File: src/inc/dmf_pkg.sv
// shared constants and types of the dual-port mailbox block
package dmf_pkg;

   // ****************************************
   // host side byte offsets (AXI4-Lite)
   // ****************************************
   localparam logic [5:0] OFS_OUT_BASE = 6'h00;
   localparam logic [5:0] OFS_IN_BASE = 6'h10;
   localparam logic [5:0] OFS_STATUS = 6'h20;
   localparam logic [5:0] OFS_INTCTL = 6'h24;
   localparam logic [5:0] OFS_CTRL = 6'h28;

   // ****************************************
   // local side word indexes
   // ****************************************
   localparam logic [3:0] LOC_OUT_BASE = 4'h0;
   localparam logic [3:0] LOC_IN_BASE = 4'h4;
   localparam logic [3:0] LOC_STATUS = 4'h8;
   localparam logic [3:0] LOC_INTCTL = 4'h9;
   localparam logic [3:0] LOC_CTRL = 4'hA;

   // ****************************************
   // field positions
   // ****************************************
   localparam int ICFG_IN_EN = 0;
   localparam int ICFG_IN_MBX = 1;
   localparam int ICFG_IN_BYTE = 3;
   localparam int ICFG_OUT_EN = 8;
   localparam int ICFG_OUT_MBX = 9;
   localparam int ICFG_OUT_BYTE = 11;
   localparam int ICFG_IN_INT = 16;
   localparam int ICFG_OUT_INT = 17;
   localparam int CTRL_FLAG_RST = 0;

   // ****************************************
   // reset values and answers
   // ****************************************
   localparam logic [31:0] FLAGS_RST = 32'h0000_0000;
   localparam logic [1:0] RESP_OKAY = 2'h0;
   localparam logic [1:0] RESP_SLVERR = 2'h2;

   // ****************************************
   // types
   // ****************************************
   typedef struct packed {
      logic en;
      logic [1:0] mbx;
      logic [1:0] bsel;
   } dmf_isrc_t;

   typedef struct packed {
      dmf_isrc_t in_src;
      dmf_isrc_t out_src;
      logic in_int;
      logic out_int;
   } dmf_ictl_t;

   localparam dmf_ictl_t ICTL_RST = '0;

   typedef struct packed {
      logic sel;
      logic wr;
      logic [3:0] addr;
      logic [3:0] be;
      logic [31:0] wdata;
   } dmf_lreq_t;

   typedef enum logic [1:0] {
      RD_IDLE = 2'b00,
      RD_FETCH = 2'b01,
      RD_RESP = 2'b10
   } dmf_rd_st_t;

endpackage : dmf_pkg

File: src/design/dmf_mailbox_ram.sv
// eight-word mailbox storage with byte-wise writes and registered reads
`timescale 1ns/1ns
module dmf_mailbox_ram
   import dmf_pkg::*;
(
   // clock
   input wire logic aclk,
   // host port
   input wire logic h_we,
   input wire logic [2:0] h_waddr,
   input wire logic [3:0] h_be,
   input wire logic [31:0] h_wdata,
   input wire logic [2:0] h_raddr,
   output logic [31:0] h_rdata,
   // local port
   input wire logic l_we,
   input wire logic [2:0] l_waddr,
   input wire logic [3:0] l_be,
   input wire logic [31:0] l_wdata,
   input wire logic [2:0] l_raddr,
   output logic [31:0] l_rdata
);

   logic [31:0] mem [8];

   // reads sample the old word, so a write in the same cycle cannot tear it
   always_ff @(posedge aclk) begin
      h_rdata <= mem[h_raddr];
      l_rdata <= mem[l_raddr];
   end

   always_ff @(posedge aclk) begin
      for (int b = 0; b < 4; b++) begin
         if (h_we && h_be[b]) begin
            mem[h_waddr][8*b +: 8] <= h_wdata[8*b +: 8];
         end
         if (l_we && l_be[b]) begin
            mem[l_waddr][8*b +: 8] <= l_wdata[8*b +: 8];
         end
      end
   end

endmodule : dmf_mailbox_ram

File: src/design/dmf_mailbox.sv
// dual-port mailbox with shared byte flags, host over AXI4-Lite
`timescale 1ns/1ns
// Function
// RULE1 - eight 32-bit mailboxes, four each way
// RULE2 - outgoing of one side is other's incoming
// RULE3 - each side has its own status register
// RULE4 - one outgoing, one incoming interrupt source per side
// RULE5 - local incoming reads go through holding register
// RULE6 - host incoming reads are interlocked against writes
// RULE7 - write sets flags only for enabled bytes
// RULE8 - write visible to peer, sets both flags
// RULE9 - incoming read clears flags of bytes read
// RULE10 - four status bits per mailbox, byte order
// RULE11 - flag clears only by read or global
// RULE12 - status registers are read-only
// RULE13 - control bit per side clears all flags
// RULE14 - both sides see identical flag values
// RULE15 - overwrite when full, stale read when empty
// RULE16 - only single transfers, no bursts
// RULE17 - host interrupt on edge after local access
// RULE18 - local interrupt one period later, clears immediately; code sets it at the same edge as its sticky bit, with no extra period
// RULE19 - reset leaves every mailbox byte empty
// RULE20 - local logic runs on this same clock
module dmf_mailbox
   import dmf_pkg::*;
(
   // clock and reset
   input wire logic aclk,
   input wire logic aresetn,
   // host register bus, write
   input wire logic [5:0] s_axi_awaddr,
   input wire logic [2:0] s_axi_awprot,
   input wire logic s_axi_awvalid,
   output logic s_axi_awready,
   input wire logic [31:0] s_axi_wdata,
   input wire logic [3:0] s_axi_wstrb,
   input wire logic s_axi_wvalid,
   output logic s_axi_wready,
   output logic [1:0] s_axi_bresp,
   output logic s_axi_bvalid,
   input wire logic s_axi_bready,
   // host register bus, read
   input wire logic [5:0] s_axi_araddr,
   input wire logic [2:0] s_axi_arprot,
   input wire logic s_axi_arvalid,
   output logic s_axi_arready,
   output logic [31:0] s_axi_rdata,
   output logic [1:0] s_axi_rresp,
   output logic s_axi_rvalid,
   input wire logic s_axi_rready,
   // local side port, same clock
   input wire dmf_lreq_t local_req,
   output logic [31:0] local_rdata,
   output logic local_rvalid,
   // interrupts
   output logic host_irq,
   output logic local_irq
);

   // ****************************************
   // declarations
   // ****************************************
   logic awready_r, wready_r, bvalid_r, arready_r, rvalid_r;
   logic aw_full_r, w_full_r;
   logic [5:0] aw_addr_r, rd_addr_r;
   logic [31:0] w_data_r, rdata_r;
   logic [3:0] w_strb_r;
   logic [1:0] bresp_r, rresp_r;
   dmf_rd_st_t rd_st_r;
   logic wr_go, ar_hs;
   logic [3:0] wr_idx;
   logic [31:0] flags_r, flags_nxt, flag_set, flag_clr;
   logic gclr;
   logic l_wr, l_rd;
   logic lrd_r;
   logic [3:0] lrd_addr_r;
   logic [31:0] lrdata_r;
   logic lrvalid_r;
   logic [31:0] ram_h, ram_l;
   dmf_ictl_t ictl_r [2];
   logic [1:0] irq_r;
   logic [1:0] ictl_we;
   logic [31:0] ictl_wd [2];

   function automatic logic [31:0] ictl_word(input dmf_ictl_t c);
      logic [31:0] w;
      w = '0;
      w[ICFG_IN_EN] = c.in_src.en;
      w[ICFG_IN_MBX +: 2] = c.in_src.mbx;
      w[ICFG_IN_BYTE +: 2] = c.in_src.bsel;
      w[ICFG_OUT_EN] = c.out_src.en;
      w[ICFG_OUT_MBX +: 2] = c.out_src.mbx;
      w[ICFG_OUT_BYTE +: 2] = c.out_src.bsel;
      w[ICFG_IN_INT] = c.in_int;
      w[ICFG_OUT_INT] = c.out_int;
      return w;
   endfunction : ictl_word

   // ****************************************
   // host write channel
   // ****************************************
   // one write at a time; AXI4-Lite carries no bursts at all [RULE16]
   assign wr_go = aw_full_r && w_full_r && !bvalid_r;
   assign wr_idx = aw_addr_r[5:2];

   always_ff @(posedge aclk) begin
      if (!aresetn) begin
         awready_r <= 1'b1;
         wready_r <= 1'b1;
         aw_full_r <= 1'b0;
         w_full_r <= 1'b0;
         bvalid_r <= 1'b0;
         bresp_r <= RESP_OKAY;
         aw_addr_r <= '0;
         w_data_r <= '0;
         w_strb_r <= '0;
      end else begin
         if (s_axi_awvalid && awready_r) begin
            aw_full_r <= 1'b1;
            awready_r <= 1'b0;
            aw_addr_r <= s_axi_awaddr;
         end
         if (s_axi_wvalid && wready_r) begin
            w_full_r <= 1'b1;
            wready_r <= 1'b0;
            w_data_r <= s_axi_wdata;
            w_strb_r <= s_axi_wstrb;
         end
         if (wr_go) begin
            aw_full_r <= 1'b0;
            w_full_r <= 1'b0;
            bvalid_r <= 1'b1;
            // status and incoming words ignore writes but answer okay [RULE12]
            bresp_r <= (wr_idx > OFS_CTRL[5:2]) ? RESP_SLVERR : RESP_OKAY;
         end
         if (bvalid_r && s_axi_bready) begin
            bvalid_r <= 1'b0;
            awready_r <= 1'b1;
            wready_r <= 1'b1;
         end
      end
   end

   // ****************************************
   // host read channel
   // ****************************************
   assign ar_hs = s_axi_arvalid && arready_r;

   always_ff @(posedge aclk) begin
      if (!aresetn) begin
         rd_st_r <= RD_IDLE;
         arready_r <= 1'b1;
         rvalid_r <= 1'b0;
         rdata_r <= '0;
         rresp_r <= RESP_OKAY;
         rd_addr_r <= '0;
      end else begin
         case (rd_st_r)
            RD_IDLE: begin
               if (ar_hs) begin
                  arready_r <= 1'b0;
                  rd_addr_r <= s_axi_araddr;
                  rd_st_r <= RD_FETCH;
               end
            end
            RD_FETCH: begin
               rvalid_r <= 1'b1;
               rresp_r <= RESP_OKAY;
               rd_st_r <= RD_RESP;
               // mailbox words come from the snapshot taken at the handshake [RULE6]
               if (rd_addr_r[5] == 1'b0) begin
                  rdata_r <= ram_h;
               end else if (rd_addr_r[5:2] == OFS_STATUS[5:2]) begin
                  rdata_r <= flags_r; // [RULE3]
               end else if (rd_addr_r[5:2] == OFS_INTCTL[5:2]) begin
                  rdata_r <= ictl_word(ictl_r[0]);
               end else if (rd_addr_r[5:2] == OFS_CTRL[5:2]) begin
                  rdata_r <= '0;
               end else begin
                  rdata_r <= '0;
                  rresp_r <= RESP_SLVERR;
               end
            end
            RD_RESP: begin
               if (s_axi_rready) begin
                  rvalid_r <= 1'b0;
                  arready_r <= 1'b1;
                  rd_st_r <= RD_IDLE;
               end
            end
            default: begin
               rd_st_r <= RD_IDLE;
               arready_r <= 1'b1;
               rvalid_r <= 1'b0;
            end
         endcase
      end
   end

   // ****************************************
   // shared mailbox storage
   // ****************************************
   // words 0..3 run host to local, words 4..7 local to host [RULE1] [RULE2]
   assign l_wr = local_req.sel && local_req.wr;
   assign l_rd = local_req.sel && !local_req.wr;

   dmf_mailbox_ram u_ram (
      .aclk(aclk),
      .h_we(wr_go && aw_addr_r[5:4] == OFS_OUT_BASE[5:4]), // [RULE8] [RULE15]
      .h_waddr({1'b0, aw_addr_r[3:2]}),
      .h_be(w_strb_r),
      .h_wdata(w_data_r),
      .h_raddr(s_axi_araddr[4:2]),
      .h_rdata(ram_h),
      .l_we(l_wr && local_req.addr[3:2] == LOC_OUT_BASE[3:2]),
      .l_waddr({1'b1, local_req.addr[1:0]}),
      .l_be(local_req.be),
      .l_wdata(local_req.wdata),
      .l_raddr({~local_req.addr[2], local_req.addr[1:0]}),
      .l_rdata(ram_l)
   );

   // ****************************************
   // byte flags
   // ****************************************
   // bits 4k..4k+3 are host-to-local box k, bits 16+4k.. local-to-host [RULE10]
   always_comb begin
      flag_set = '0;
      flag_clr = '0;
      gclr = 1'b0;
      if (wr_go && aw_addr_r[5:4] == OFS_OUT_BASE[5:4]) begin
         flag_set[{1'b0, aw_addr_r[3:2], 2'b00} +: 4] = w_strb_r; // [RULE7]
      end
      if (l_wr && local_req.addr[3:2] == LOC_OUT_BASE[3:2]) begin
         flag_set[{1'b1, local_req.addr[1:0], 2'b00} +: 4] = local_req.be; // [RULE7]
      end
      // the host bus has no read strobes, so a host read empties the whole word
      if (ar_hs && s_axi_araddr[5:4] == OFS_IN_BASE[5:4]) begin
         flag_clr[{1'b1, s_axi_araddr[3:2], 2'b00} +: 4] = 4'hF; // [RULE9]
      end
      if (l_rd && local_req.addr[3:2] == LOC_IN_BASE[3:2]) begin
         flag_clr[{1'b0, local_req.addr[1:0], 2'b00} +: 4] = local_req.be; // [RULE9]
      end
      if (wr_go && wr_idx == OFS_CTRL[5:2] && w_strb_r[0] && w_data_r[CTRL_FLAG_RST]) begin
         gclr = 1'b1; // [RULE13]
      end
      if (l_wr && local_req.addr == LOC_CTRL && local_req.be[0]
          && local_req.wdata[CTRL_FLAG_RST]) begin
         gclr = 1'b1; // [RULE13]
      end
      // a new write wins over any clear in the same cycle [RULE11]
      flags_nxt = ((flags_r & ~flag_clr) & {32{~gclr}}) | flag_set;
   end

   always_ff @(posedge aclk) begin
      if (!aresetn) begin
         flags_r <= FLAGS_RST; // [RULE19]
      end else begin
         flags_r <= flags_nxt; // [RULE14]
      end
   end

   // ****************************************
   // local read pipeline
   // ****************************************
   // the storage holds its read word one cycle, so host writes cannot tear it [RULE5]
   always_ff @(posedge aclk) begin
      if (!aresetn) begin
         lrd_r <= 1'b0;
         lrd_addr_r <= '0;
         lrvalid_r <= 1'b0;
         lrdata_r <= '0;
      end else begin
         lrd_r <= l_rd; // [RULE20]
         lrd_addr_r <= local_req.addr;
         lrvalid_r <= lrd_r;
         if (lrd_r) begin
            if (lrd_addr_r[3] == 1'b0) begin
               lrdata_r <= ram_l;
            end else if (lrd_addr_r == LOC_STATUS) begin
               lrdata_r <= flags_r; // [RULE3]
            end else if (lrd_addr_r == LOC_INTCTL) begin
               lrdata_r <= ictl_word(ictl_r[1]);
            end else begin
               lrdata_r <= '0;
            end
         end
      end
   end

   // ****************************************
   // mailbox interrupts
   // ****************************************
   assign ictl_we[0] = wr_go && wr_idx == OFS_INTCTL[5:2];
   assign ictl_we[1] = l_wr && local_req.addr == LOC_INTCTL;
   assign ictl_wd[0] = w_data_r;
   assign ictl_wd[1] = local_req.wdata;

   // side 0 is the host, side 1 the local side; each watches the peer's traffic
   for (genvar s = 0; s < 2; s++) begin : g_int
      localparam logic IN_HI = (s == 0);
      logic [4:0] in_idx, out_idx;
      logic in_rise, out_fall;
      dmf_ictl_t nxt;

      // one incoming and one outgoing byte per side [RULE4]
      assign in_idx = {IN_HI, ictl_r[s].in_src.mbx, ictl_r[s].in_src.bsel};
      assign out_idx = {~IN_HI, ictl_r[s].out_src.mbx, ictl_r[s].out_src.bsel};
      assign in_rise = ictl_r[s].in_src.en && !flags_r[in_idx] && flags_nxt[in_idx];
      assign out_fall = ictl_r[s].out_src.en && flags_r[out_idx] && !flags_nxt[out_idx]
                        && !gclr;

      always_comb begin
         nxt = ictl_r[s];
         if (ictl_we[s]) begin
            nxt.in_src.en = ictl_wd[s][ICFG_IN_EN];
            nxt.in_src.mbx = ictl_wd[s][ICFG_IN_MBX +: 2];
            nxt.in_src.bsel = ictl_wd[s][ICFG_IN_BYTE +: 2];
            nxt.out_src.en = ictl_wd[s][ICFG_OUT_EN];
            nxt.out_src.mbx = ictl_wd[s][ICFG_OUT_MBX +: 2];
            nxt.out_src.bsel = ictl_wd[s][ICFG_OUT_BYTE +: 2];
            if (ictl_wd[s][ICFG_IN_INT]) begin
               nxt.in_int = 1'b0;
            end
            if (ictl_wd[s][ICFG_OUT_INT]) begin
               nxt.out_int = 1'b0;
            end
         end
         // an event in the clearing cycle is kept
         if (in_rise) begin
            nxt.in_int = 1'b1;
         end
         if (out_fall) begin
            nxt.out_int = 1'b1;
         end
      end

      always_ff @(posedge aclk) begin
         if (!aresetn) begin
            ictl_r[s] <= ICTL_RST;
            irq_r[s] <= 1'b0;
         end else begin
            ictl_r[s] <= nxt;
            // follows the sticky bits at the same edge, set and clear alike [RULE17] [RULE18]
            irq_r[s] <= nxt.in_int || nxt.out_int;
         end
      end
   end

   // ****************************************
   // outputs
   // ****************************************
   assign s_axi_awready = awready_r;
   assign s_axi_wready = wready_r;
   assign s_axi_bvalid = bvalid_r;
   assign s_axi_bresp = bresp_r;
   assign s_axi_arready = arready_r;
   assign s_axi_rvalid = rvalid_r;
   assign s_axi_rdata = rdata_r;
   assign s_axi_rresp = rresp_r;
   assign local_rdata = lrdata_r;
   assign local_rvalid = lrvalid_r;
   assign host_irq = irq_r[0];
   assign local_irq = irq_r[1];

endmodule : dmf_mailbox

File: config.mk
export PLATFORM = sky130hd
export DESIGN_NAME = dmf_mailbox
export DESIGN_NICKNAME = d
export VERILOG_FILES = /design/src/inc/dmf_pkg.sv /design/src/design/dmf_mailbox_ram.sv /design/src/design/dmf_mailbox.sv
export SDC_FILE = /design/constraint.sdc
export NUM_CORES = 1
export LEC_CHECK = 0
export BUFFER_PORTS_ARGS = -buffer_cell sky130_fd_sc_hd__buf_2
export CORE_ASPECT_RATIO = 1.2
export CORE_MARGIN = 2
export CORE_UTILIZATION = 31
export CTS_BUF_LIST = sky130_fd_sc_hd__clkbuf_4 sky130_fd_sc_hd__clkbuf_8
export CTS_CLUSTER_DIAMETER = 40
export DETAILED_ROUTE_END_ITERATION = 12
export GPL_TIMING_DRIVEN = 0
export PLACE_DENSITY = 0.57
export SLEW_MARGIN = 20
export SYNTH_ARGS = -nofsm -noshare
export SYNTH_HDL_FRONTEND = slang
export SYNTH_SLANG_ARGS = --single-unit
File: constraint.sdc
create_clock -name aclk -period 3.4 [get_ports aclk]
set_clock_uncertainty 0.1 [all_clocks]
set_input_delay 0.68 -clock aclk [delete_from_list [all_inputs] [get_ports aclk]]
set_output_delay 0.68 -clock aclk [all_outputs]
set_load 0.005 [all_outputs]
==> impl_results.md, run 1 <==
* Status: complete, no violations
* Largest area contributor in the netlist: edfxtp_1
* Predominant post-synthesis flop cell: edfxtp_1
* VDD IR max at 0.210 mV
* Clock sinks at 503
* Worst R2R Path Depth at 11
* Die span in y at 299 um
* Slew headroom at 0.188
* Worst slew pin tran at 1.20 ns
* Routability cong. at 0.974
* Fin crit share at 0.985
* WP data arrival at 3.78 ns
* Total Power at 14.1 mW
* Syn Std Cell Area at 0.0225 mm2
* Simple-gate portion of the synthesized area at 0.106
* Max Fclk at 0.298 GHz
* Final min period at 3.35 ns
* Top cells by area, synth: edfxtp_1 (34%), dfxtp_1 (22%), mux4_2 (14%)
* Synth warn at 0
* Synthesis-to-finish area growth at 19.1%
* Placed Instance Area at 0.0245 mm2
* Detailed Place HPWL at 62700 um
* Root Buffer: clkbuf_8
* Worst setup SP type: input pin
* Worst Path Required at 3.83 ns
* Post-synthesis adder-cell area fraction at 0.00836
* Maximum level of the CTS H-tree at 3
* Initial Util at 0.312
* Worst hold start: s_axi_wvalid
* Count of cell types in the netlist at 75
* Worst min-delay path class: in -> reg
* Endpoint, Worst Hold: s_axi_wready
* Final setup viols at 0
* Total GRT Usage at 0.218
* Max-slew violations at 0
* Max-capacitance violation count at 0
* CTS Buf Count at 85
* FF-to-FF End: local_irq
* CP max FO at 7
* DRC violations left at 0
* Hold depth at 2
* Die X at 250 um
* Seq cells post-synth at 503
* Post-Syn Instances at 1675
* Share of synthesized flip-flops with an asynchronous set or reset at 0
* Final hold violations at 0
* DRT iter0 DRCs at 1626
* Hold_buf cts at 0
* Final Cell Area at 0.0267 mm2
* Worst R2R Start: aw_addr_r[2]
* Synth Area per Inst at 13.4 um2
* Worst Setup SP: s_axi_araddr[4]
* Largest net degree at the start of global routing at 13
* Largest family of logic cells by synthesized area: multiplexers
* Max clock buf depth at 3
* Synth top area share at 0.342
* Leak at 9.47 nW
* Grt ovf at 0
* Clock transition at path regs at 0.06 ns
* Via count at 16200
* Final cell count without fillers at 2936
* WL final at 82100 um
* Final net count at 2048
* Vias in the first global route at 16700
* Die Area at 0.0746 mm2
* Critical Path Sink Type: register
* 1st-pass router iterations at 7
* R2R Setup Slk at 0.12 ns
* Routed WL per cell at 28.0 um
* Clk_lat worst skew at 0.70 ns
* Initial antenna violation count at 9
* Post-route ant nets at 0
* Proportion of layout cells with a drive suffix above 1 at 0.298
* XOR/XNOR share of the synthesized area at 0
* Seq/Total Area, Yosys at 0.563
* Placed insts at 2772
* Compound-cell area share of the yosys netlist at 0.106
* # IOs at 179
* Site row count at 108
* PD cells at 526 mW/mm2
* Vias per cell at 5.53
* First-pass GRT wire length at 117000 um
* Core box area at 0.0720 mm2
* CTS tree: yes
* Mux share of post-synthesis cell area at 0.188
* Crit Path Class: in -> reg
* Port bufs at 161
* Post-synth EDFFs at 256
[state kept, by name, summed over array words and instances, names as in the netlist, 4 cells and up]
signal	count
aw_addr_r	4
u_ram.l_rdata	32
local_rdata	32
ictl_r	24
rd_addr_r	4
u_ram.h_rdata	32
u_ram.mem	256
s_axi_rdata	32
flags_r	32
w_strb_r	4
lrd_addr_r	4
w_data_r	32
[per-layer routing]
metal | global-route usage | wire (um) | vias to the layer above
met4 | 0.109 | 4050 | 14
met2 | 0.357 | 38800 | 745
met3 | 0.0434 | 6030 | 171
li1 | - | - | 7061
met1 | 0.275 | 33200 | 8231
met5 | 0 | 91 | -
[cells in the mapped netlist (6+ instances only)]
cell type / number
mux2_2: 69
o211a_1: 47
o22ai_1: 14
ha_1: 15
or3_1: 10
a31oi_1: 19
nor3_1: 10
nor4b_1: 6
a222oi_1: 24
clkbuf_1: 105
nor2b_1: 45
buf_1: 17
mux2i_1: 24
a21boi_0: 53
edfxtp_1: 256
a221oi_1: 24
o21a_1: 9
mux4_2: 142
o21ai_0: 18
a21oi_1: 10
nor4_1: 6
nand2_1: 186
inv_1: 26
nand3_1: 28
nand4b_1: 7
and2_1: 18
nor2_1: 56
and3_1: 29
a22oi_1: 24
dfxtp_1: 247
nand4_1: 12
o211ai_1: 6
a211oi_1: 8
nand2b_1: 7
nor3b_1: 24
[worst max-delay path by stage]
| stage | endpoint | slack, ns |
|---|---|---|
| 6_report | host_irq | 0.05 |
| 5_1_grt | host_irq | -0.03 |
| 4_1_cts | host_irq | 0.0005 |
| 3_5_place_dp | local_irq | -1.64 |
| 3_3_place_gp | local_irq | -1.58 |
| 2_1_floorplan | host_irq | 0.01 |
[cell families (layout without fill, tap and decap cells)]
kind of cell,Yosys count,count (layout)
AO/OA/AOI/OAI,296,296
AND/OR/NAND/NOR,465,465
other,1,3
multiplexers,235,235
flip-flops,503,503
adder cells (fa/ha/maj),15,15
buffers and inverters,160,484
[final cells by class]
class | instances | area (um2)
fillers | 6945 | 45300
flip-flops and latches | 503 | 12600
multi-input cells | 1013 | 9390
clock buffers | 126 | 1590
well taps | 935 | 1170
repair buffers | 169 | 866
plain buffers | 130 | 553
clock inverters | 31 | 429
inverters | 28 | 109
diodes | 1 | 2.50
[worst max-delay path: stages]
cell and delay [ns]:
clkbuf_1 0.78, nand4b_1 0.47, nor2_1 0.30, a311oi_4 0.14
buf_4 0.21, a32oi_1 0.27, mux2_2 0.23, nand4_1 0.12
a41oi_2 0.37, o211ai_2 0.20
[per-stage QoR]
| stage | setup TNS (ns) | setup slack, ns | hold WS, ns | util |
|---|---|---|---|---|
| 2_1_floorplan | 0 | 0.0132 | 0.353 | - |
| 3_3_place_gp | -55.45 | -1.58 | 0.363 | 0.339 |
| 3_5_place_dp | -53.63 | -1.64 | 0.365 | 0.340 |
| 4_1_cts | 0 | 0.000525 | 0.0573 | 0.370 |
| 5_1_grt | -0.0351 | -0.0304 | 0.0699 | 0.371 |
| 6_report | 0 | 0.0497 | 0.0930 | 0.371 |
[timing repair]
action / 4_1_cts / 5_1_grt
setup endpoints to repair: 9 / 6
buffers inserted: 3 / 5
pin swaps: 3 / 3
resized for setup: 32 / 16
[power by group]
part | internal, mW | switching (mW)
sequential | 6.54 | 0.171
clock | 3.72 | 2.57
combinational | 0.450 | 0.622
[cell usage in the layout (no fill, tap or decap), types with 12 or more instances in the layout]
cell type  Yosys  routed
o22ai_1       14      14
mux2_2        69      69
o21ai_0       18      17
a21boi_0      53      53
nor3b_1       24      24
dfxtp_1      247     246
a222oi_1      24      24
clkbuf_4       0      23
nor2b_1       45      45
a221oi_1      24      23
clkbuf_1     105      99
and2_1        18      18
nand3_1       28      28
edfxtp_1     256     256
a22oi_1       24      24
nand2_1      186     186
buf_2          4     169
clkbuf_8       0     103
nor2_1        56      54
mux4_2       142     142
ha_1          15      14
o211a_1       47      47
nand4_1       12      12
and3_1        29      29
mux2i_1       24      24
inv_1         26      25
buf_4          5      13
No activity file was read; power rests on OpenSTA's default activity.
==> run 2: changes to the inputs <==
BUFFER_PORTS_ARGS = default   (was -buffer_cell sky130_fd_sc_hd__buf_2)
DONT_BUFFER_PORTS = 1   (was default)
GPL_ROUTABILITY_DRIVEN = 0   (was default)
PLACE_DENSITY = 0.55   (was 0.57)
==> run 2 against run 1 <==
Die area stayed put. Clock-buffer cell count up 2. Sequential share of layout area rose by 1.1 points. Fmax is 1.2% higher. First-iteration DRC count shrank 0.12%. Clock power fell by 5.1%. Total power fell by 3.0%. Global-route usage fell by 1.0 points. Non-clock buffer count down 125. Sequential power barely moved. Critical path type unchanged. Critical endpoint unchanged. Highest routed layer unchanged.
==> impl_results.md, run 2 (synthesis results as in run 1) <==
* Max clock buf depth at 3 (unchanged)
* Final setup viols at 0 (unchanged)
* VDD IR max at 0.212 mV (+1.2%)
* CTS tree: yes
* Core box area at 0.0720 mm2 (unchanged)
* Max-slew violations at 0 (unchanged)
* Clock transition at path regs at 0.06 ns (about the same)
* Worst setup SP type: input pin
* PD cells at 523 mW/mm2 (-0.64%)
* Final net count at 1922 (-6.2%)
* Largest net degree at the start of global routing at 12 (-1)
* Initial Util at 0.312 (unchanged)
* FF-to-FF End: host_irq
* Setup ws final at 0.0887 ns (+0.0390 ns)
* Reg with most FFs: u_ram.mem
* Post-route setup TNS at 0 ns (unchanged)
* Clk_lat worst skew at 0.70 ns (about the same)
* Site row count at 108 (unchanged)
* Crit Path Class: in -> reg
* 1st-pass router iterations at 10 (+3)
* Worst min-delay path class: in -> reg
* Max reg flops at 256 (unchanged)
* R2R Setup Slk at 0.10 ns (-0.02 ns)
* Setup slack after placement at -1.16 ns (+0.487 ns)
* RSZ-0062 raised after global routing: false
* Worst slew pin tran at 1.08 ns (-0.120 ns)
* Worst hold start: s_axi_wdata[18]
* Post-route ant nets at 0 (unchanged)
* Leak at 8.83 nW (-6.8%)
* WL final at 78400 um (-4.6%)
* First-pass GRT wire length at 113000 um (-3.9%)
* Synthesis-to-finish area growth at 16.3%
* Final min period at 3.31 ns (-0.0390 ns)
* Initial antenna violation count at 17 (+8)
* Final hold violations at 0 (unchanged)
* Worst R2R Start: s_axi_bvalid
* WP data arrival at 3.75 ns (-0.03 ns)
* DRT iter0 DRCs at 1624 (-0.12%)
* Status: complete, no violations
* Total GRT Usage at 0.207 (-0.0103)
* Die span in y at 299 um (unchanged)
* Grt ovf at 0 (unchanged)
* Fill count at 6894 (-0.73%)
* CTS Buf Count at 84 (-1.2%)
* Critical Path Sink Type: register
* Min Hold Slack at 0.0467 ns (-0.0463 ns)
* Routed WL per cell at 27.8 um (-0.64%)
* Proportion of layout cells with a drive suffix above 1 at 0.223 (-0.0740)
* Hold depth at 2 (unchanged)
* DRC violations left at 0 (unchanged)
* Most frequent cells in the layout: edfxtp_1 (256), dfxtp_1 (246), nand2_1 (186)
* CP max FO at 10 (+3)
* Clock sinks at 503 (unchanged)
* Worst Path Required at 3.84 ns (about the same)
* Slew headroom at 0.280 (+0.0916)
* Fin crit share at 0.974 (-0.0115)
* # IOs at 179 (unchanged)
* Root Buffer: clkbuf_8
* Final core utilization at 0.363 (-0.00867)
* Via count at 15800 (-2.6%)
* Die Area at 0.0746 mm2 (unchanged)
* Max-capacitance violation count at 0 (unchanged)
* Endpoint, Worst Hold: w_data_r[18]
* Max Fclk at 0.302 GHz (+1.2%)
* Commonest non-fill, non-tap cell in the layout: edfxtp_1
* Detailed Place HPWL at 59800 um (-4.8%)
* Maximum level of the CTS H-tree at 3 (unchanged)
* Die X at 250 um (unchanged)
* Worst Setup SP: local_req[37]
* Port bufs at 0 (-100%)
* Vias in the first global route at 16100 (-3.8%)
* Worst R2R Path Depth at 10 (-1)
* Vias per cell at 5.60 (+1.4%)
==> run 2: changes by cell type in the layout (fill, tap and decap cells not counted), moves of 3 or more <==
cell	change
buf_2	-162
dlygate4sd3_1	+40
diode_2	+9
a31oi_1	+6
buf_4	-5
bufinv_16	-4
a31oi_2	-3
a31oi_4	-3
clkbuf_4	+3
clkinv_1	+3
==> run 2: critical path, stage by stage <==
cell and delay, ns:
buf_4 0.20, buf_8 0.19, inv_1 0.11, ha_1 0.32
nand2b_2 0.24, nor4b_4 0.45, nand3_1 0.18, a311oi_2 0.31
a211oi_1 0.10, a2111oi_2 0.36, o211ai_1 0.21, o211ai_2 0.35
==> run 2: repair_timing <==
action / CTS / global route
setup buffers: 0 / 2
gates resized for setup: 11 / 22
pin swaps: 1 / 3
hold endpoints to repair: 135 / 0
hold buffers: 40 / 0
endpoints found under the setup margin: 6 / 4
==> run 2: cell type report <==
cell class                      instances  area [um2]  area share
Antenna cell                           10        25.0    0.000958
Buffer                                132         553      0.0212
Clock buffer                          128        1600      0.0612
Clock inverter                         29         300      0.0115
Inverter                               28         105     0.00402
Multi-Input combinational cell       1013        9320       0.357
Sequential cell                       503       12600       0.484
Tap cell                              935        1170      0.0448
Timing Repair Buffer                   42         415      0.0159
==> run 2: report_power, final <==
part           total (mW)  leakage [nW]  switching [mW]  internal (mW)
clock network        5.97         0.997            2.56           3.41
logic               0.970          3.58           0.561          0.409
registers            6.72          4.25           0.178           6.54
==> run 2: worst max path at each step <==
stage,end,slack (ns),cells past startpoint
after floorplan,host_irq,0.01,12
after global placement,local_irq,-1.31,12
after detailed placement,local_irq,-1.16,12
after CTS,host_irq,0.03,12
after global routing,host_irq,0.006,12
final,host_irq,0.09,12
==> run 2: routing by layer <==
metal | up-vias | global-route usage | routed length (um)
met5 | - | 0 | 58
met4 | 10 | 0.0958 | 3460
met3 | 208 | 0.0645 | 7420
met2 | 767 | 0.346 | 37800
met1 | 7974 | 0.245 | 29700
li1 | 6846 | - | -
==> run 2: per-stage QoR <==
| stage | cell area (um2) | instances | total power, mW |
|---|---|---|---|
| final | 26100 | 2820 | 13.7 |
| after global routing | 26100 | 2816 | 14.1 |
| after CTS | 26000 | 2808 | 13.7 |
| after detailed placement | 23700 | 2611 | 7.74 |
| after global placement | 23600 | 2611 | 7.73 |
| after floorplan | 22500 | 1676 | 7.36 |
